## src/rtl/csec_pkg.sv

```systemverilog
package csec_pkg;

    // Positions of the commit-stage stall events within the stall vectors.
    localparam int STALL_OPERAND_DATA_WAIT = 0;
    localparam int STALL_OPERAND_WAIT_NONCACHE = 1;
    localparam int STALL_INTEGER_LOAD_WAIT = 2;
    localparam int STALL_OPERAND_WAIT_L2_MISS = 3;
    localparam int STALL_INTEGER_LOAD_WAIT_L2_MISS = 4;
    localparam int STALL_COMMIT_QUEUE_EMPTY_STORE_FULL = 5;
    localparam int STALL_COMMIT_QUEUE_EMPTY = 6;
    localparam int STALL_BRANCH_COMPLETION_WAIT = 7;
    localparam int STALL_EXEC_UNIT_COMPLETION_WAIT = 8;
    localparam int STALL_FLOAT_COMPLETION_WAIT = 9;
    localparam int STALL_COUNT = 10;

    // Commit width: at most four per cycle, histogram buckets zero to three.
    localparam int COMMIT_MAX = 4;
    localparam int COMMIT_CNT_W = 3;
    localparam int HIST_BUCKETS = 4;

    // Default shapes of the miss-latency causes and the move-in read ports.
    localparam int WAIT_CAUSES = 4;
    localparam int READ_PORTS = 4;
    localparam int LINE_ADDR_W = 34;

    // Side index of the two L1 caches in the miss and thrash vectors.
    localparam int SIDE_INSTR = 0;
    localparam int SIDE_DATA = 1;
    localparam int SIDES = 2;

    // Reset values.
    localparam logic RESET_EVENT = 1'b0;
    localparam logic RESET_PRIO_THREAD = 1'b0;

endpackage : csec_pkg

```

## src/rtl/csec_commit_arbiter.sv

```systemverilog
`timescale 1ns/100ps

// Decides which of the two threads may commit in the next cycle.
module csec_commit_arbiter (
    input wire logic clk,
    input wire logic rst,
    input wire logic thread0_active,
    input wire logic thread1_active,
    output logic prio_thread_q
);

    typedef struct packed {
        logic prio_thread;
    } csec_arb_s;

    csec_arb_s st_q;
    csec_arb_s st_d;

    // Priority flips every cycle while both threads run; a lone active thread takes it, and with neither active it holds.
    always_comb begin
        st_d = st_q;
        if (thread0_active && thread1_active) begin
            st_d.prio_thread = ~st_q.prio_thread;
        end else if (thread0_active) begin
            st_d.prio_thread = 1'b0;
        end else if (thread1_active) begin
            st_d.prio_thread = 1'b1;
        end
    end

    // A single register bit means only one thread ever holds the grant.
    always_ff @(posedge clk or posedge rst) begin
        if (rst) begin
            st_q <= '{prio_thread: csec_pkg::RESET_PRIO_THREAD};
        end else begin
            st_q <= st_d;
        end
    end

    assign prio_thread_q = st_q.prio_thread;

endmodule : csec_commit_arbiter

```

## src/rtl/csec_event_qual.sv

```systemverilog
`timescale 1ns/100ps

// Notes on behaviour
// - Count cycles issue stalls while the window register cache is being replaced.
// - Decode interlock counts all static interlocks, including sync and window, never dynamic ones.
// - Pulse when a predicted taken branch decodes as a non-branch.
// - Operand data wait: no commit, oldest entry is memory access with data unready.
// - Plain stores never add to operand data wait; atomics do.
// - Priority variants count the base stall only while this thread holds priority.
// - Non-cacheable operand wait counts operand waits from pending non-cache accesses.
// - Integer-load wait: no commit, oldest entry is an unfinished integer load.
// - L2-miss variants count operand and integer-load waits caused by L2 misses.
// - Count no-commit cycles with empty queue, and those also with full store port.
// - Execution-unit wait wins over branch completion wait in the same cycle.
// - Float wait: no commit, oldest entry is an unfinished floating-point instruction.
// - Qualified window-move and zero-commit count only when this thread lacks priority.
// - One thread commits per cycle; priority alternates while both threads run.
// - Priority wait counts ready-to-commit cycles without priority, never with nothing pending.
// - Commit histogram flags exactly one of zero to three commits per cycle, and none for more than three.
// - Write-port inhibit counts cycles below four commits for lack of write ports.
// - Separate instruction and data micro-TLB miss events; main TLB misses not here.
// - Separate instruction and data L1 miss events, one pulse per miss.
// - Miss latency sums exclusive wait causes, one per cycle, oldest non-prefetch only.
// - Each software prefetch lands in exactly one of forwarded, lost or L1 hit.
// - Thrash pulses when a read port re-requests the same line before release.
module csec_event_qual #(
    parameter int THREAD_ID = 0,
    parameter int WAIT_CAUSES = csec_pkg::WAIT_CAUSES,
    parameter int READ_PORTS = csec_pkg::READ_PORTS,
    parameter int LINE_ADDR_W = csec_pkg::LINE_ADDR_W
) (
    input wire logic clk,
    input wire logic rst,
    // Issue and decode stage.
    input wire logic window_cache_replace_stall,
    input wire logic sync_stall,
    input wire logic other_static_stall,
    input wire logic dynamic_stall,
    input wire logic predicted_taken,
    input wire logic decoded_not_branch,
    // Thread activity, shared commit priority.
    input wire logic this_thread_active,
    input wire logic other_thread_active,
    // Commit stage, oldest queue entry of this thread.
    input wire logic [csec_pkg::COMMIT_CNT_W-1:0] commit_count,
    input wire logic commit_queue_empty,
    input wire logic store_port_full,
    input wire logic toq_valid,
    input wire logic toq_complete,
    input wire logic toq_is_mem,
    input wire logic toq_is_store,
    input wire logic toq_is_atomic,
    input wire logic toq_data_ready,
    input wire logic toq_noncache_pend,
    input wire logic toq_is_int_load,
    input wire logic toq_l2_miss,
    input wire logic toq_is_exec,
    input wire logic toq_is_float,
    input wire logic toq_is_branch,
    input wire logic toq_window_move,
    input wire logic write_ports_short,
    // TLB and L1 caches, index 0 instruction and index 1 data.
    input wire logic [csec_pkg::SIDES-1:0] micro_tlb_miss,
    input wire logic [csec_pkg::SIDES-1:0] l1_miss,
    input wire logic [csec_pkg::SIDES-1:0] oldest_is_prefetch,
    input wire logic [csec_pkg::SIDES-1:0][WAIT_CAUSES-1:0] miss_wait_cause,
    input wire logic [csec_pkg::SIDES-1:0] movein_req,
    input wire logic [csec_pkg::SIDES-1:0][$clog2(READ_PORTS)-1:0] movein_port,
    input wire logic [csec_pkg::SIDES-1:0][LINE_ADDR_W-1:0] movein_line,
    input wire logic [csec_pkg::SIDES-1:0][READ_PORTS-1:0] port_release,
    // Software prefetch outcome from the storage unit.
    input wire logic swpf_done,
    input wire logic swpf_l1_hit,
    input wire logic swpf_forwarded,
    // Count enables, one cycle after their cause.
    output logic commit_allow_q,
    output logic window_intlk_q,
    output logic decode_intlk_q,
    output logic phantom_branch_q,
    output logic [csec_pkg::STALL_COUNT-1:0] stall_q,
    output logic [csec_pkg::STALL_COUNT-1:0] stall_prio_q,
    output logic window_move_wait_q,
    output logic window_move_wait_noprio_q,
    output logic zero_commit_noprio_q,
    output logic priority_wait_q,
    output logic [csec_pkg::HIST_BUCKETS-1:0] commit_width_q,
    output logic write_port_inhibit_q,
    output logic [csec_pkg::SIDES-1:0] micro_tlb_miss_q,
    output logic [csec_pkg::SIDES-1:0] l1_miss_q,
    output logic [csec_pkg::SIDES-1:0][WAIT_CAUSES-1:0] miss_wait_q,
    output logic [csec_pkg::SIDES-1:0] miss_latency_total_q,
    output logic swpf_success_q,
    output logic swpf_lost_q,
    output logic swpf_l1_hit_q,
    output logic [csec_pkg::SIDES-1:0] line_thrash_q
);

    localparam int SD = csec_pkg::SIDES;
    localparam int PW = $clog2(READ_PORTS);

    typedef struct packed {
        logic commit_allow;
        logic window_intlk;
        logic decode_intlk;
        logic phantom_branch;
        logic [csec_pkg::STALL_COUNT-1:0] stall;
        logic [csec_pkg::STALL_COUNT-1:0] stall_prio;
        logic window_move_wait;
        logic window_move_wait_noprio;
        logic zero_commit_noprio;
        logic priority_wait;
        logic [csec_pkg::HIST_BUCKETS-1:0] commit_width;
        logic write_port_inhibit;
        logic [SD-1:0] micro_tlb_miss;
        logic [SD-1:0] l1_miss;
        logic [SD-1:0][WAIT_CAUSES-1:0] miss_wait;
        logic [SD-1:0] miss_latency_total;
        logic swpf_success;
        logic swpf_lost;
        logic swpf_l1_hit;
        logic [SD-1:0] line_thrash;
        logic [SD-1:0][READ_PORTS-1:0] port_busy;
        logic [SD-1:0][READ_PORTS-1:0][LINE_ADDR_W-1:0] port_line;
    } csec_qual_s;

    csec_qual_s st_q;
    csec_qual_s st_d;
    logic prio_thread_q;
    logic has_prio;

    // Keeps the lowest-numbered cause so that at most one wait bit rises per cycle.
    function automatic logic [WAIT_CAUSES-1:0] csec_first_cause(input logic [WAIT_CAUSES-1:0] req);
        logic [WAIT_CAUSES-1:0] pick;
        logic found;
        pick = '0;
        found = 1'b0;
        for (int i = 0; i < WAIT_CAUSES; i++) begin
            if (req[i] && !found) begin
                pick[i] = 1'b1;
                found = 1'b1;
            end
        end
        return pick;
    endfunction : csec_first_cause

    // True when a read port already holds a move-in for the requested line.
    function automatic logic csec_repeat_movein(
        input logic busy,
        input logic [LINE_ADDR_W-1:0] held_line,
        input logic [LINE_ADDR_W-1:0] req_line
    );
        return busy && (held_line == req_line);
    endfunction : csec_repeat_movein

    csec_commit_arbiter u_arbiter (
        .clk(clk),
        .rst(rst),
        .thread0_active(THREAD_ID == 0 ? this_thread_active : other_thread_active),
        .thread1_active(THREAD_ID == 0 ? other_thread_active : this_thread_active),
        .prio_thread_q(prio_thread_q)
    );

    // The grant computed last cycle is the priority in force in this cycle.
    assign has_prio = (prio_thread_q == THREAD_ID[0]);

    // All qualification is combinational on this cycle's inputs; outputs lag by one cycle.
    always_comb begin
        logic no_commit;
        logic oldest_wait;
        logic op_wait;
        logic ld_wait;
        logic exec_wait;
        logic [csec_pkg::STALL_COUNT-1:0] stall;
        logic [WAIT_CAUSES-1:0] cause;
        no_commit = 1'b0;
        oldest_wait = 1'b0;
        op_wait = 1'b0;
        ld_wait = 1'b0;
        exec_wait = 1'b0;
        stall = '0;
        cause = '0;
        st_d = st_q;

        st_d.commit_allow = has_prio && this_thread_active;

        // Decode-stage interlocks; dynamic stalls are deliberately not looked at.
        st_d.window_intlk = window_cache_replace_stall;
        st_d.decode_intlk = window_cache_replace_stall || sync_stall || other_static_stall;
        st_d.phantom_branch = predicted_taken && decoded_not_branch;

        no_commit = (commit_count == '0);
        oldest_wait = no_commit && toq_valid && !commit_queue_empty;

        // A plain store leaves the queue before its data lands, so only atomics wait.
        op_wait = oldest_wait && toq_is_mem && !toq_data_ready && (!toq_is_store || toq_is_atomic);
        ld_wait = oldest_wait && toq_is_int_load && !toq_complete;
        exec_wait = oldest_wait && toq_is_exec && !toq_complete;

        stall[csec_pkg::STALL_OPERAND_DATA_WAIT] = op_wait;
        stall[csec_pkg::STALL_OPERAND_WAIT_NONCACHE] = op_wait && toq_noncache_pend;
        stall[csec_pkg::STALL_INTEGER_LOAD_WAIT] = ld_wait;
        stall[csec_pkg::STALL_OPERAND_WAIT_L2_MISS] = op_wait && toq_l2_miss;
        stall[csec_pkg::STALL_INTEGER_LOAD_WAIT_L2_MISS] = ld_wait && toq_l2_miss;
        stall[csec_pkg::STALL_COMMIT_QUEUE_EMPTY] = no_commit && commit_queue_empty;
        stall[csec_pkg::STALL_COMMIT_QUEUE_EMPTY_STORE_FULL] =
            no_commit && commit_queue_empty && store_port_full;
        stall[csec_pkg::STALL_EXEC_UNIT_COMPLETION_WAIT] = exec_wait;
        stall[csec_pkg::STALL_BRANCH_COMPLETION_WAIT] =
            oldest_wait && toq_is_branch && !toq_complete && !exec_wait;
        stall[csec_pkg::STALL_FLOAT_COMPLETION_WAIT] = oldest_wait && toq_is_float && !toq_complete;
        st_d.stall = stall;

        // Priority-qualified copies, plus the two events kept for the thread without priority.
        st_d.stall_prio = has_prio ? stall : '0;
        st_d.window_move_wait = oldest_wait && toq_window_move;
        st_d.window_move_wait_noprio = oldest_wait && toq_window_move && !has_prio;
        st_d.zero_commit_noprio = no_commit && !has_prio;

        // Ready means an oldest entry that has completed; an empty queue never counts.
        st_d.priority_wait = toq_valid && !commit_queue_empty && toq_complete && !has_prio;

        // Four commits fall in no bucket; the zero bucket ignores priority.
        st_d.commit_width = '0;
        if (commit_count < csec_pkg::HIST_BUCKETS[csec_pkg::COMMIT_CNT_W-1:0]) begin
            st_d.commit_width[commit_count[1:0]] = 1'b1;
        end
        st_d.write_port_inhibit =
            write_ports_short && (commit_count < csec_pkg::COMMIT_MAX[csec_pkg::COMMIT_CNT_W-1:0]);

        st_d.micro_tlb_miss = micro_tlb_miss;
        st_d.l1_miss = l1_miss;

        // Per side, the oldest access alone is timed and nothing is timed while the oldest is a prefetch.
        for (int s = 0; s < SD; s++) begin
            cause = oldest_is_prefetch[s] ? '0 : csec_first_cause(miss_wait_cause[s]);
            st_d.miss_wait[s] = cause;
            st_d.miss_latency_total[s] = |cause;
        end

        // The hit check comes first so a prefetch can never land in two buckets.
        st_d.swpf_l1_hit = swpf_done && swpf_l1_hit;
        st_d.swpf_success = swpf_done && !swpf_l1_hit && swpf_forwarded;
        st_d.swpf_lost = swpf_done && !swpf_l1_hit && !swpf_forwarded;

        // Release is applied before a new request so a port can be freed and refilled at once.
        for (int s = 0; s < SD; s++) begin
            st_d.line_thrash[s] = 1'b0;
            st_d.port_busy[s] = st_q.port_busy[s] & ~port_release[s];
            if (movein_req[s]) begin
                st_d.line_thrash[s] = csec_repeat_movein(st_d.port_busy[s][movein_port[s]],
                    st_q.port_line[s][movein_port[s]], movein_line[s]);
                st_d.port_busy[s][movein_port[s]] = 1'b1;
                st_d.port_line[s][movein_port[s]] = movein_line[s];
            end
        end
    end

    // One register stage for the whole state, so every output leaves a flip-flop.
    always_ff @(posedge clk or posedge rst) begin
        if (rst) begin
            st_q <= '0;
        end else begin
            st_q <= st_d;
        end
    end

    // Output ports read straight from the registered state.
    assign commit_allow_q = st_q.commit_allow;
    assign window_intlk_q = st_q.window_intlk;
    assign decode_intlk_q = st_q.decode_intlk;
    assign phantom_branch_q = st_q.phantom_branch;
    assign stall_q = st_q.stall;
    assign stall_prio_q = st_q.stall_prio;
    assign window_move_wait_q = st_q.window_move_wait;
    assign window_move_wait_noprio_q = st_q.window_move_wait_noprio;
    assign zero_commit_noprio_q = st_q.zero_commit_noprio;
    assign priority_wait_q = st_q.priority_wait;
    assign commit_width_q = st_q.commit_width;
    assign write_port_inhibit_q = st_q.write_port_inhibit;
    assign micro_tlb_miss_q = st_q.micro_tlb_miss;
    assign l1_miss_q = st_q.l1_miss;
    assign miss_wait_q = st_q.miss_wait;
    assign miss_latency_total_q = st_q.miss_latency_total;
    assign swpf_success_q = st_q.swpf_success;
    assign swpf_lost_q = st_q.swpf_lost;
    assign swpf_l1_hit_q = st_q.swpf_l1_hit;
    assign line_thrash_q = st_q.line_thrash;

endmodule : csec_event_qual

```

## config.mk

```make
export PLATFORM = sky130hd
export DESIGN_NAME = csec_event_qual
export DESIGN_NICKNAME = d
export VERILOG_FILES = /design/src/rtl/csec_pkg.sv /design/src/rtl/csec_commit_arbiter.sv /design/src/rtl/csec_event_qual.sv
export SDC_FILE = /design/constraint.sdc
export NUM_CORES = 1
export LEC_CHECK = 0
export ABC_AREA = 1
export CAP_MARGIN = 20
export CELL_PAD_IN_SITES_DETAIL_PLACEMENT = 1
export CELL_PAD_IN_SITES_GLOBAL_PLACEMENT = 2
export CORE_ASPECT_RATIO = 0.7
export CORE_UTILIZATION = 39
export CTS_BUF_LIST = sky130_fd_sc_hd__clkbuf_8
export DETAILED_ROUTE_END_ITERATION = 8
export DONT_BUFFER_PORTS = 1
export HOLD_SLACK_MARGIN = 0.03
export PLACE_DENSITY_LB_ADDON = 0.1
export SYNTH_ARGS = -nofsm -noshare
export SYNTH_HDL_FRONTEND = slang
export SYNTH_SLANG_ARGS = --single-unit
```

## constraint.sdc

```tcl
create_clock -name clk -period 10.6 [get_ports clk]
set_input_delay 0.53 -clock clk [delete_from_list [all_inputs] [get_ports clk]]
set_output_delay 0.53 -clock clk [all_outputs]
set_load 0.1 [all_outputs]
```

Word level (Yosys, flattened, before mapping)
Cells that the tools add are included.
{ "word_totals": {"register_bits": 333, "in_bits": 128, "output_inout_bits": 52, "word_cells": 155} }
{ "classes": {"n_lt_le_gt_ge": 7, "eq_ne": 2, "muxes": 43, "n_bitwise": 7, "reduce_logical": 64} }
{ "op_table": {"columns": ["op", "n"], "rows": [
  ["$bwmux 136", 2],
  ["$bmux 34 s2", 2],
  ["$demux 34 s2", 2],
  ["$mux 34", 4],
  ["$eq 34x34->1", 2],
  ["$logic_and 1x1->1", 44],
  ["$mux 1", 22],
  ["$mux 4", 5],
  ["$logic_not 1->1", 13],
  ["$mux 10", 1],
  ["$lt 2x3->1 const B", 3],
  ["$and 4x4->4", 2],
  ["$not 4->4", 2],
  ["$or 4x4->4", 2],
  ["$reduce_or 4->1", 2],
  ["$demux 1 s2", 3],
  ["$ge 2x1->1 const B", 3],
  ["$bmux 1 s2", 2],
  ["$logic_not 3->1", 1],
  ["$logic_or 1x1->1", 3],
  ["$lt 3x3->1 const B", 1],
  ["$reduce_bool 3->1", 1],
  ["$not 1->1", 1]
]} }

Depth between registers and ports, before layout
Gate-level depths: netlist (run 1).
{ "logic_depth": {"word_depth": 12, "ltp_mapped": 14, "depth_no_buf": 12} }

By module
A second synthesis (run 1) with hierarchy kept.
{ "hier_totals": {"hier_cells": 2057, "area_unflattened_um2": 15531.1} }
{ "modules_own_cells": {"columns": ["module", "instances", "cells_each", "area_per_inst_um2", "seq_area_each_um2"], "rows": [
  ["csec_event_qual", 1, 2050, 15483.6, 8308.0],
  ["csec_commit_arbiter", 1, 7, 47.5, 25.0]
]} }

Worst setup path after synthesis (run 1)
No wires, ideal clock.
{ "synth_timing": {"kind": "input to register", "start": "input movein_port[2] (netlist name)", "end": "register st_q (netlist bit line_thrash_q[1])", "arrival_ns": 1.521, "path_slack_ns": 9.007, "path_stages": 13, "path_buffers": 2, "cell_sequence": "buf_6 inv_4 buf_6 nand2_1 nand2_1 nand2_1 nand3_1 nand2_1 nor2_1 nand2_1 nor2_1 nand3_1 nor2_1"} }
{ "synth_rtl": {"columns": ["item", "line_no", "source"], "rows": [
  ["start, declared", "csec_event_qual.sv:68", "input wire logic [csec_pkg::SIDES-1:0][$clog2(READ_PORTS)-1:0] movein_port,"],
  ["end signal, assigned", "csec_event_qual.sv:263", "st_q <= st_d;"],
  ["end, declared", "csec_event_qual.sv:126", "csec_qual_s st_q;"]
]} }

==> results of run 1 <==
critical path: stages:
cell and delay [ns]:
dlygate4sd3_1 0.64, inv_8 0.63, buf_12 0.63, buf_4 0.81
cell usage in the layout (no fill, tap or decap):
cell type        n
o21ai_0        276
inv_8            1
a31oi_1          2
inv_1          156
nand2_4          1
dlygate4sd3_1   40
xor2_1           5
inv_4            2
buf_12           1
inv_6            1
a22oi_1          8
or3_1            1
nor2_4           4
o21ai_1          2
nand3_1         71
nand4_1          1
nor3_2           2
nor3b_1          1
nor3_1          14
nor2_1          90
clkinv_2         2
dfrtp_1        333
buf_4           10
inv_2            2
nand2_2         12
nand2_1        925
a21oi_1         23
clkbuf_8        77
nor4_1           4
sequential cells by signal, summed over array words and instances (netlist names), 2 cells and up:
name / flops
line_thrash_q: 2
miss_latency_total_q: 2
l1_miss_q: 2
micro_tlb_miss_q: 2
stall_q: 10
st_q: 280
stall_prio_q: 10
miss_wait_q: 8
commit_width_q: 4
worst min-delay path by stage:
stage	endpoint	cells past startpoint	slack (ns)	startpoint
finish	u_arbiter.prio_thread_q$_DFFE_PP0P_	2	0.08	other_thread_active
global placement	st_q[275]$_DFF_PP0_	2	0.46	st_q[275]$_DFF_PP0_
detailed placement	st_q[275]$_DFF_PP0_	2	0.47	st_q[275]$_DFF_PP0_
floorplan	st_q[274]$_DFF_PP0_	2	0.44	st_q[274]$_DFF_PP0_
CTS	miss_wait_q[0]$_DFF_PP0_	2	0.03	miss_wait_cause[0]
global route	st_q[276]$_DFF_PP0_	3	0.05	port_release[4]
through the flow:
stage,util,power (uW),std cells,hold slack [ns]
6_report,0.435,3200,2602,0.0808
5_1_grt,0.435,3400,2602,0.0519
4_1_cts,0.435,3260,2602,0.0329
3_5_place_dp,0.396,2040,2462,0.467
3_3_place_gp,0.396,2020,2462,0.464
2_1_floorplan,-,1940,2046,0.445
power groups by stage:
stage / Combinational, uW / Clock, uW / Sequential, uW
6_report: 456 / 1170 / 1580
5_1_grt: 544 / 1260 / 1600
4_1_cts: 462 / 1220 / 1580
3_5_place_dp: 448 / 0 / 1600
3_3_place_gp: 432 / 0 / 1590
2_1_floorplan: 390 / 0 / 1550
cells by family after synthesis:
group,Yosys count
and+or+nand+nor,1126
AOI/OAI and AO/OA,311
DFF,333
buffers and inverters,271
xor gates and xnor gates,5
what timing repair did:
action | in CTS | in global routing
endpoints found under the setup margin | 0 | 0
hold buffers | 40 | 0
hold endpoints to repair | 163 | 0
cell type report:
type | instances | area, sq um
clock buffers | 77 | 1060
clock inverters | 23 | 88.8
fillers | 4856 | 22400
inverters | 141 | 547
multi-input cells | 1442 | 6050
flip-flops and latches | 333 | 8330
well taps | 535 | 669
repair buffers | 51 | 495
metal layers:
metal / GRT usage / vias to the layer above
met4: 0.0520 / 0
met5: 0 / -
met3: 0.0429 / 67
met2: 0.339 / 217
met1: 0.334 / 6356
li1: - / 6314
==> impl_metrics.csv, run 1 <==
group,metric,value,unit
clock_tree,h-tree-depth,2,
placed_design,port_buffers,0,
sta,skew,0.0215,ns
detailed_routing,route.top_layer_used,"met4",
sta,rsz0062_at_grt,"no",
logic_synthesis,synthArstFlopShare,1.00,
floorplanning,core_area,39700,sq um
global_route,grt_pass1_vias,13200,
logic_synthesis,netlist_instances,2046,
logic_synthesis,synth_top_cell_area_share,0.530,
worst_hold_path,min_path_type,"input pin to flop",
power,p_sw,954,uW
detailed_routing,initialDrtViolationCount,851,
floorplanning,dieArea,41100,sq um
logic_synthesis,yosys.cell_count.top_type,"nand2_1",
detailed_routing,dr.pass1.iters,5,
power,p_comb_frac,0.142,
setup_path,required,11.20,ns
logic_synthesis,synth-compound-area-share,0.100,
clock_tree,postCtsSetupBuffers,0,
sta,relSlewSlack,0.385,
clock_tree,cts_tree,"built",
global_route,grt_max_degree,145,
logic_synthesis,ys_dominant_reg_cell,"dfrtp_1",
power,leakagePower,0.00920,uW
floorplanning,die_h,170,um
sta,layout_min_cycle_time,2.87,ns
detailed_routing,avgRoutedWirePerCell,17.4,um
floorplanning,start_util,0.396,
detailed_routing,wl_met1,23300,um
logic_synthesis,synth-seq-cells,333,
logic_synthesis,synthAdderAreaFrac,0,
setup_path,timing.rr.end,"line_thrash_q[1]$_DFF_PP0_",
clock_tree,clk_latency,0.61,ns
detailed_routing,dr_wl_met3,2040,um
power,pwr-share-seq,0.493,
setup_path,crit_path_start,"rst",
logic_synthesis,synth_top_family_by_area,"simple AND/OR/NAND/NOR gates",
logic_synthesis,synth_xor_area_frac,0.00278,
placed_design,detailed_place.area,15700,sq um
layout,diodes,0,
flow_run,cap_violations,0,
placed_design,place_ws,7.66,ns
layout,drive_gt1_frac,0.0556,
floorplanning,fp-row-count,61,
logic_synthesis,synth_nets,2174,
detailed_routing,antenna_left,0,
layout,layout.nets,2152,
detailed_routing,vias,13000,
logic_synthesis,synth_edf_count,0,
detailed_routing,route.met2.wl,19200,um
layout,fin_area,17200,sq um
floorplanning,io_pins,180,
clock_tree,cts-root-buf,"clkbuf_8",
setup_path,worstPathMaxFanout,144,
sta,fin_ws,7.73,ns
power,p_per_area,185,nW/um^2
detailed_routing,drcViolationCount,0,
placed_design,routabilityCongestion,0.780,
setup_path,cp.arrival,3.48,ns
logic_synthesis,yosys-top-cells-count,"nand2_1 (933), dfrtp_1 (333), o21ai_0 (276)",
layout,synthToLayoutAreaGrowth,9.67,%
sta,fin_tns_setup,0,ns
global_route,grt_pass1_wl,73800,um
setup_path,crit_path_end,"st_q[137]$_DFFE_PP0P_",
detailed_routing,via_per_inst,4.98,
logic_synthesis,synthSimpleGateAreaFrac,0.281,
detailed_routing,wirelength,45300,um
logic_synthesis,yosys.area.top_type,"dfrtp_1",
status,status,"finished, final reports clean",
setup_path,critPathLaunchType,"input pin",
clock_tree,cts_sinks,333,
clock_tree,cts_made_buffers,55,
global_route,antenna_found_initial,0,
setup_path,rrSetupSlack,8.90,ns
sta,maxSlewViolCount,0,
logic_synthesis,syn_area,15700,sq um
setup_path,reg2regPathDepth,10,
global_route,grt.total_usage,0.225,
setup_path,r2r_start,"st_q[161]$_DFFE_PP0P_",
global_route,overflow,0,
floorplanning,die_x,242,um
power,peakVddDrop,0.101,mV
placed_design,dp_hpwl,27500,um
logic_synthesis,yosys_warnings,0,
clock_tree,cts_buffer_depth,3,
sta,post-route-period-util,0.271,
logic_synthesis,synth_area_per_cell,7.69,sq um
power,swShare,0.298,
clock_tree,cts.reportedPaths.clkPinSlew,0.06,ns
power,p_int,2250,uW
setup_path,crit_type,"input pin to asynchronous set/reset pin",
sta,setup_violations,0,
sta,fmax,348,MHz
sta,tightestPinTransition,0.923,ns
logic_synthesis,ys_seq_area_frac,0.530,
sta,hold_violations,0,
logic_synthesis,synthTopCellsByArea,"dfrtp_1 (53%), nand2_1 (22%), o21ai_0 (8.8%), inv_1 (3.2%), buf_4 (2.3%)",
setup_path,end_kind,"asynchronous set/reset pin",
power,clkPwrFrac,0.365,
clock_tree,ctsResizeCount,0,
logic_synthesis,synth_cell_types,27,
logic_synthesis,synth.area.mux_share,0,
Power figures use the tool's default switching activity.
==> run 2, diff against run 1 <==
--- a/config.mk
+++ b/config.mk
@@ -5,12 +5,12 @@
 export SDC_FILE = /design/constraint.sdc
 export NUM_CORES = 1
 export LEC_CHECK = 0
-export ABC_AREA = 1
+export ABC_AREA = 0
 export CAP_MARGIN = 20
 export CELL_PAD_IN_SITES_DETAIL_PLACEMENT = 1
 export CELL_PAD_IN_SITES_GLOBAL_PLACEMENT = 2
 export CORE_ASPECT_RATIO = 0.7
-export CORE_UTILIZATION = 39
+export CORE_UTILIZATION = 42
 export CTS_BUF_LIST = sky130_fd_sc_hd__clkbuf_8
 export DETAILED_ROUTE_END_ITERATION = 8
 export DONT_BUFFER_PORTS = 1
==> constraint.sdc (replaced) <==
create_clock -name clk -period 2.6 [get_ports clk]
set_input_delay 0.13 -clock clk [delete_from_list [all_inputs] [get_ports clk]]
set_output_delay 0.13 -clock clk [all_outputs]
set_load 0.1 [all_outputs]
==> impl_metrics.csv, run 2 <==
group,metric,value,unit
global_route,antenna_found_initial,0,
setup_path,crit_type,"flop to flop",
layout,top_register,"st_q",
placed_design,dp_hpwl,22300,um
global_route,grt_max_degree,114,
sta,fin_ws,0.316,ns
layout,layout.nets,1332,
logic_synthesis,yosys_warnings,0,
logic_synthesis,yosys.area.top_type,"dfrtp_1",
logic_synthesis,synthSimpleGateAreaFrac,0.0505,
clock_tree,cts_buffer_depth,3,
logic_synthesis,synth_top_family_by_area,"multiplexers",
logic_synthesis,synth_top_cell_area_share,0.546,
placed_design,port_buffers,0,
sta,relSlewSlack,0.379,
sta,skew,0.0144,ns
floorplanning,dieArea,37100,sq um
floorplanning,die_h,162,um
detailed_routing,initialDrtViolationCount,388,
placed_design,detailed_place.area,15500,sq um
logic_synthesis,synth_cell_types,61,
detailed_routing,wirelength,38300,um
clock_tree,cts-root-buf,"clkbuf_8",
setup_path,cp.arrival,2.82,ns
placed_design,dp.cells,1487,
logic_synthesis,synthAdderAreaFrac,0,
sta,tightestPinTransition,0.933,ns
floorplanning,start_util,0.426,
logic_synthesis,synthTopCellsByArea,"dfrtp_1 (55%), mux2_2 (20%), mux4_2 (5.3%), mux2i_1 (4.3%), buf_4 (2.0%)",
logic_synthesis,synth-seq-cells,333,
clock_tree,h-tree-depth,2,
logic_synthesis,yosys.cell_count.top_type,"dfrtp_1",
layout,diodes,0,
status,status,"finished, final reports clean",
layout,fin_area,18100,sq um
layout,seqCellArea,8330,sq um
detailed_routing,vias,9271,
layout,fillers,3542,
sta,rsz0062_at_grt,"no",
layout,largest_reg_flops,280,
flow_run,cap_violations,0,
power,total_power,13700,uW
layout,drive_gt1_frac,0.338,
worst_hold_path,hold_depth,4,
global_route,grt.total_usage,0.215,
clock_tree,cts_made_buffers,54,
clock_tree,postCtsSetupBuffers,0,
floorplanning,fp-row-count,58,
global_route,grt_pass1_vias,10500,
clock_tree,cts_sinks,333,
detailed_routing,drcViolationCount,0,
power,p_per_area,755,nW/um^2
clock_tree,clk_latency,0.61,ns
clock_tree,cts.reportedPaths.clkPinSlew,0.06,ns
power,peakVddDrop,0.424,mV
clock_tree,cts_tree,"built",
logic_synthesis,netlist_instances,1078,
logic_synthesis,synth_area_per_cell,14.2,sq um
layout,layout_commonest_cell,"dfrtp_1",
floorplanning,die_x,230,um
sta,setup_violations,0,
global_route,grt_pass1_wl,62100,um
setup_path,critPathLaunchType,"flop",
layout,most-common-layout-cells,"dfrtp_1 (333), mux2_2 (266), dlygate4sd3_1 (140), clkbuf_8 (76), mux2i_1 (65)",
logic_synthesis,synth_xor_area_frac,0.0258,
logic_synthesis,ys_dominant_reg_cell,"dfrtp_1",
logic_synthesis,syn_area,15300,sq um
logic_synthesis,synth.area.mux_share,0.294,
logic_synthesis,synth_nets,1206,
setup_path,worstPathMaxFanout,2,
global_route,overflow,0,
logic_synthesis,ys_seq_area_frac,0.546,
setup_path,end_kind,"flop",
detailed_routing,via_per_inst,5.37,
placed_design,routabilityCongestion,0.723,
layout,multi_input_area,6290,sq um
detailed_routing,dr.pass1.iters,4,
detailed_routing,antenna_left,0,
power,leakagePower,0.00786,uW
setup_path,required,3.13,ns
sta,hold_violations,0,
sta,fin_tns_setup,0,ns
floorplanning,core_area,35800,sq um
logic_synthesis,synthArstFlopShare,1.00,
layout,fin_cells,1728,
detailed_routing,avgRoutedWirePerCell,22.2,um
logic_synthesis,yosys-top-cells-count,"dfrtp_1 (333), mux2_2 (266), mux2i_1 (65)",
sta,fmax,438,MHz
layout,synthToLayoutAreaGrowth,18.7,%
floorplanning,io_pins,180,
placed_design,place_ws,0.350,ns
setup_path,reg2regPathDepth,7,
sta,post-route-period-util,0.878,
sta,maxSlewViolCount,0,
worst_hold_path,min_path_type,"input pin to flop",
sta,layout_min_cycle_time,2.28,ns
logic_synthesis,synth_edf_count,0,
logic_synthesis,synth-compound-area-share,0.0394,
## run 2: timing repair
item / in CTS / in global routing
resized for setup: 0 / 0
hold endpoints to repair: 666 / 0
hold buffers: 140 / 0
## run 2: stage by stage
step / utilization / hold WS (ns)
global route: 0.506 / 0.0554
CTS: 0.505 / 0.0318
floorplan: - / 0.161
finish: 0.506 / 0.0735
detailed placement: 0.433 / 0.0403
global placement: 0.433 / 0.0346
## run 2: logic make-up after synthesis
kind of cell | after synthesis
flip-flops | 333
buffers and inverters | 105
AND/OR/NAND/NOR | 135
XOR/XNOR | 45
multiplexers | 369
AO/OA/AOI/OAI | 91
## run 2: report_power, final
| group | leakage [uW] | internal (uW) | switching [uW] |
|---|---|---|---|
| combinational | 0.00315 | 1300 | 930 |
| clock | 0.000670 | 2700 | 2190 |
| sequential | 0.00404 | 6010 | 557 |
## run 2: area by class of cell
class,instances,area share
clock buffers,76,0.0577
flip-flops and latches,333,0.460
clock inverters,24,0.00773
inverters,13,0.00290
well taps,480,0.0331
multi-input cells,640,0.347
repair buffers,162,0.0917
## run 2: metal layers
| metal | wire (um) | global-route usage | up-vias |
|---|---|---|---|
| met5 | 0 | 0 | - |
| met4 | 622 | 0.0488 | 0 |
| met3 | 2060 | 0.0482 | 52 |
| met2 | 16300 | 0.310 | 196 |
| met1 | 19300 | 0.329 | 4864 |
| li1 | - | - | 4159 |
## run 2: worst paths after layout
path / slack [ns] / endpoint / startpoint
min in group asynchronous: 0.25 / line_thrash_q[1]$_DFF_PP0_ / rst
max reg2reg: 0.32 / line_thrash_q[0]$_DFF_PP0_ / st_q[50]$_DFFE_PP0P_
min reg2reg: 0.49 / st_q[129]$_DFFE_PP0P_ / st_q[129]$_DFFE_PP0P_
min: 0.07 / line_thrash_q[1]$_DFF_PP0_ / movein_line[59]
max: 0.32 / line_thrash_q[0]$_DFF_PP0_ / st_q[50]$_DFFE_PP0P_
max in group asynchronous: 1.39 / st_q[165]$_DFFE_PP0P_ / rst
## run 2: critical path: stages, from the launching register on
cell     delay, ns
dfrtp_1       0.38
mux4_1        0.53
xor2_1        0.17
nor4_1        0.28
buf_4         0.17
nand4_1       0.17
nor4_1        0.28
and4_1        0.23
==> run 3, diff against run 2 <==
--- a/config.mk
+++ b/config.mk
@@ -5,12 +5,11 @@
 export SDC_FILE = /design/constraint.sdc
 export NUM_CORES = 1
 export LEC_CHECK = 0
-export ABC_AREA = 0
+export ABC_AREA = 1
 export CAP_MARGIN = 20
 export CELL_PAD_IN_SITES_DETAIL_PLACEMENT = 1
 export CELL_PAD_IN_SITES_GLOBAL_PLACEMENT = 2
-export CORE_ASPECT_RATIO = 0.7
-export CORE_UTILIZATION = 42
+export CORE_UTILIZATION = 35
 export CTS_BUF_LIST = sky130_fd_sc_hd__clkbuf_8
 export DETAILED_ROUTE_END_ITERATION = 8
 export DONT_BUFFER_PORTS = 1
==> constraint.sdc (replaced) <==
create_clock -name clk -period 2.1 [get_ports clk]
set_input_delay 0.105 -clock clk [delete_from_list [all_inputs] [get_ports clk]]
set_output_delay 0.105 -clock clk [all_outputs]
set_load 0.1 [all_outputs]
==> impl_metrics.csv, run 3 (synthesized netlist as in run 1, its figures left out) <==
group,metric,value,unit
sta,relSlewSlack,0.293,
setup_path,cp.arrival,2.43,ns
global_route,overflow,0,
layout,drive_gt1_frac,0.0704,
setup_path,end_kind,"flop",
sta,rsz0062_at_grt,"no",
clock_tree,cts_buffer_depth,3,
detailed_routing,antenna_left,0,
clock_tree,cts.reportedPaths.clkPinSlew,0.06,ns
layout,most-common-layout-cells,"nand2_1 (925), dfrtp_1 (333), o21ai_0 (276), dlygate4sd3_1 (159), inv_1 (158)",
layout,layout.nets,2309,
power,peakVddDrop,0.503,mV
global_route,antenna_found_initial,5,
layout,fin_area,19000,sq um
clock_tree,cts_tree,"built",
detailed_routing,dr.pass1.iters,5,
placed_design,port_buffers,0,
detailed_routing,via_per_inst,4.76,
detailed_routing,drcViolationCount,0,
power,p_per_area,904,nW/um^2
global_route,grt_pass1_vias,14500,
sta,maxSlewViolCount,0,
sta,tightestPinTransition,1.06,ns
global_route,grt_pass1_wl,80300,um
placed_design,dp_hpwl,29000,um
setup_path,required,2.61,ns
clock_tree,cts_made_buffers,66,
sta,layout_min_cycle_time,1.92,ns
global_route,grt_max_degree,76,
setup_path,cp_slowest_stage_delay,0.78,ns
layout,synthToLayoutAreaGrowth,21.0,%
setup_path,crit_type,"input pin to flop",
setup_path,critPathLaunchType,"input pin",
setup_path,worstPathMaxFanout,54,
sta,fin_hold_ws,0.0620,ns
sta,setup_violations,0,
clock_tree,cts_sinks,333,
sta,skew,0.0189,ns
layout,top_register,"st_q",
setup_path,crit_top_cell,"dlygate4sd3_1",
status,status,"finished, final reports clean",
floorplanning,dieArea,45800,sq um
worst_hold_path,min_path_type,"input pin to asynchronous set/reset pin",
floorplanning,core_area,44300,sq um
clock_tree,h-tree-depth,3,
floorplanning,fp-row-count,77,
layout,layout_commonest_cell,"nand2_1",
sta,fmax,520,MHz
detailed_routing,avgRoutedWirePerCell,17.2,um
setup_path,cp_slowest_cell,"dlygate4sd3_1",
layout,largest_reg_flops,280,
placed_design,detailed_place.area,16000,sq um
sta,hold_violations,0,
global_route,grt.total_usage,0.221,
floorplanning,io_pins,180,
power,leakagePower,0.0100,uW
floorplanning,start_util,0.355,
floorplanning,die_h,214,um
clock_tree,cts-root-buf,"clkbuf_8",
flow_run,cap_violations,0,
layout,fillers,5423,
clock_tree,clk_latency,0.62,ns
detailed_routing,initialDrtViolationCount,769,
placed_design,routabilityCongestion,0.771,
detailed_routing,vias,13500,
detailed_routing,wirelength,48500,um
floorplanning,die_x,214,um
setup_path,crit_chain,"dlygate4sd3_1 > nor2_4 > nand2_2 > buf_4 > o21ai_0 > dlygate4sd3_1",
sta,post-route-period-util,0.916,
[run 3: cell types whose count changed in the layout (fill, tap and decap cells not counted), sizes merged, moves of 14 or more]
cell	delta
nand2	+910
mux2	-267
o21ai	+245
inv	+139
nor2	+80
mux2i	-65
nand3	+62
mux4	-37
xor2	-30
dlygate4sd3	+19
buf	+16
clkbuf	+14
nor2b	-14
[run 3: timing repair]
item,4_1_cts,5_1_grt
hold buffers,159,2
gates resized for setup,0,2
buffers inserted,0,2
hold endpoints to repair,666,6
setup endpoints to repair,0,3
[run 3: routing by layer]
layer,up-vias,wire length (um),global-route usage
li1,6647,-,-
met1,6543,20900,0.266
met2,193,25000,0.397
met3,64,1590,0.0382
met4,4,1060,0.0746
met5,-,18,0
[run 3: worst paths after layout]
kind | depth (start not counted) | end | startpoint | slack [ns]
max reg2reg | 3 | priority_wait_q$_DFF_PP0_ | u_arbiter.prio_thread_q$_DFFE_PP0P_ | 0.54
min | 2 | st_q[164]$_DFFE_PP0P_ | rst | 0.06
max | 6 | st_q[204]$_DFFE_PP0P_ | movein_port[2] | 0.18
min reg2reg | 2 | st_q[59]$_DFFE_PP0P_ | st_q[59]$_DFFE_PP0P_ | 0.48
min in group clk | 9 | line_thrash_q[0]$_DFF_PP0_ | movein_port[1] | 0.07
max in group asynchronous | 3 | swpf_lost_q$_DFF_PP0_ | rst | 1.21
[run 3: worst max-delay path, delay by kind of cell]
family / cells / cell delay (ns)
buf+inv: 3 / 1.87
simple gates: 2 / 0.27
compound gates: 1 / 0.17
[run 3: area by class of cell]
type                       count  area, sq um  area share
antenna                        3         7.51    0.000394
clock buffer                  90         1240      0.0651
clock inverter                27          105     0.00552
inverter                     141          543      0.0285
multi-input combinational   1442         6060       0.318
sequential                   333         8330       0.438
tap                          592          741      0.0389
timing repair buffer         197         2000       0.105
[run 3: through the flow]
| step | std cells | power (uW) | utilization | setup TNS [ns] | worst slack, ns |
|---|---|---|---|---|---|
| detailed placement | 2543 | 10400 | 0.362 | 0 | 0.281 |
| global placement | 2543 | 10300 | 0.362 | 0 | 0.297 |
| global route | 2825 | 18300 | 0.429 | 0 | 0.0698 |
| finish | 2825 | 17200 | 0.429 | 0 | 0.177 |
| floorplan | 2046 | 9790 | - | -817.06 | -2.45 |
| CTS | 2819 | 17500 | 0.429 | 0 | 0.105 |
[run 3: where the power goes]
group | switching, uW | internal (uW) | total [uW]
combinational | 1570 | 1030 | 2600
clock | 2880 | 3780 | 6660
sequential | 658 | 7290 | 7950
total | 5100 | 12100 | 17200
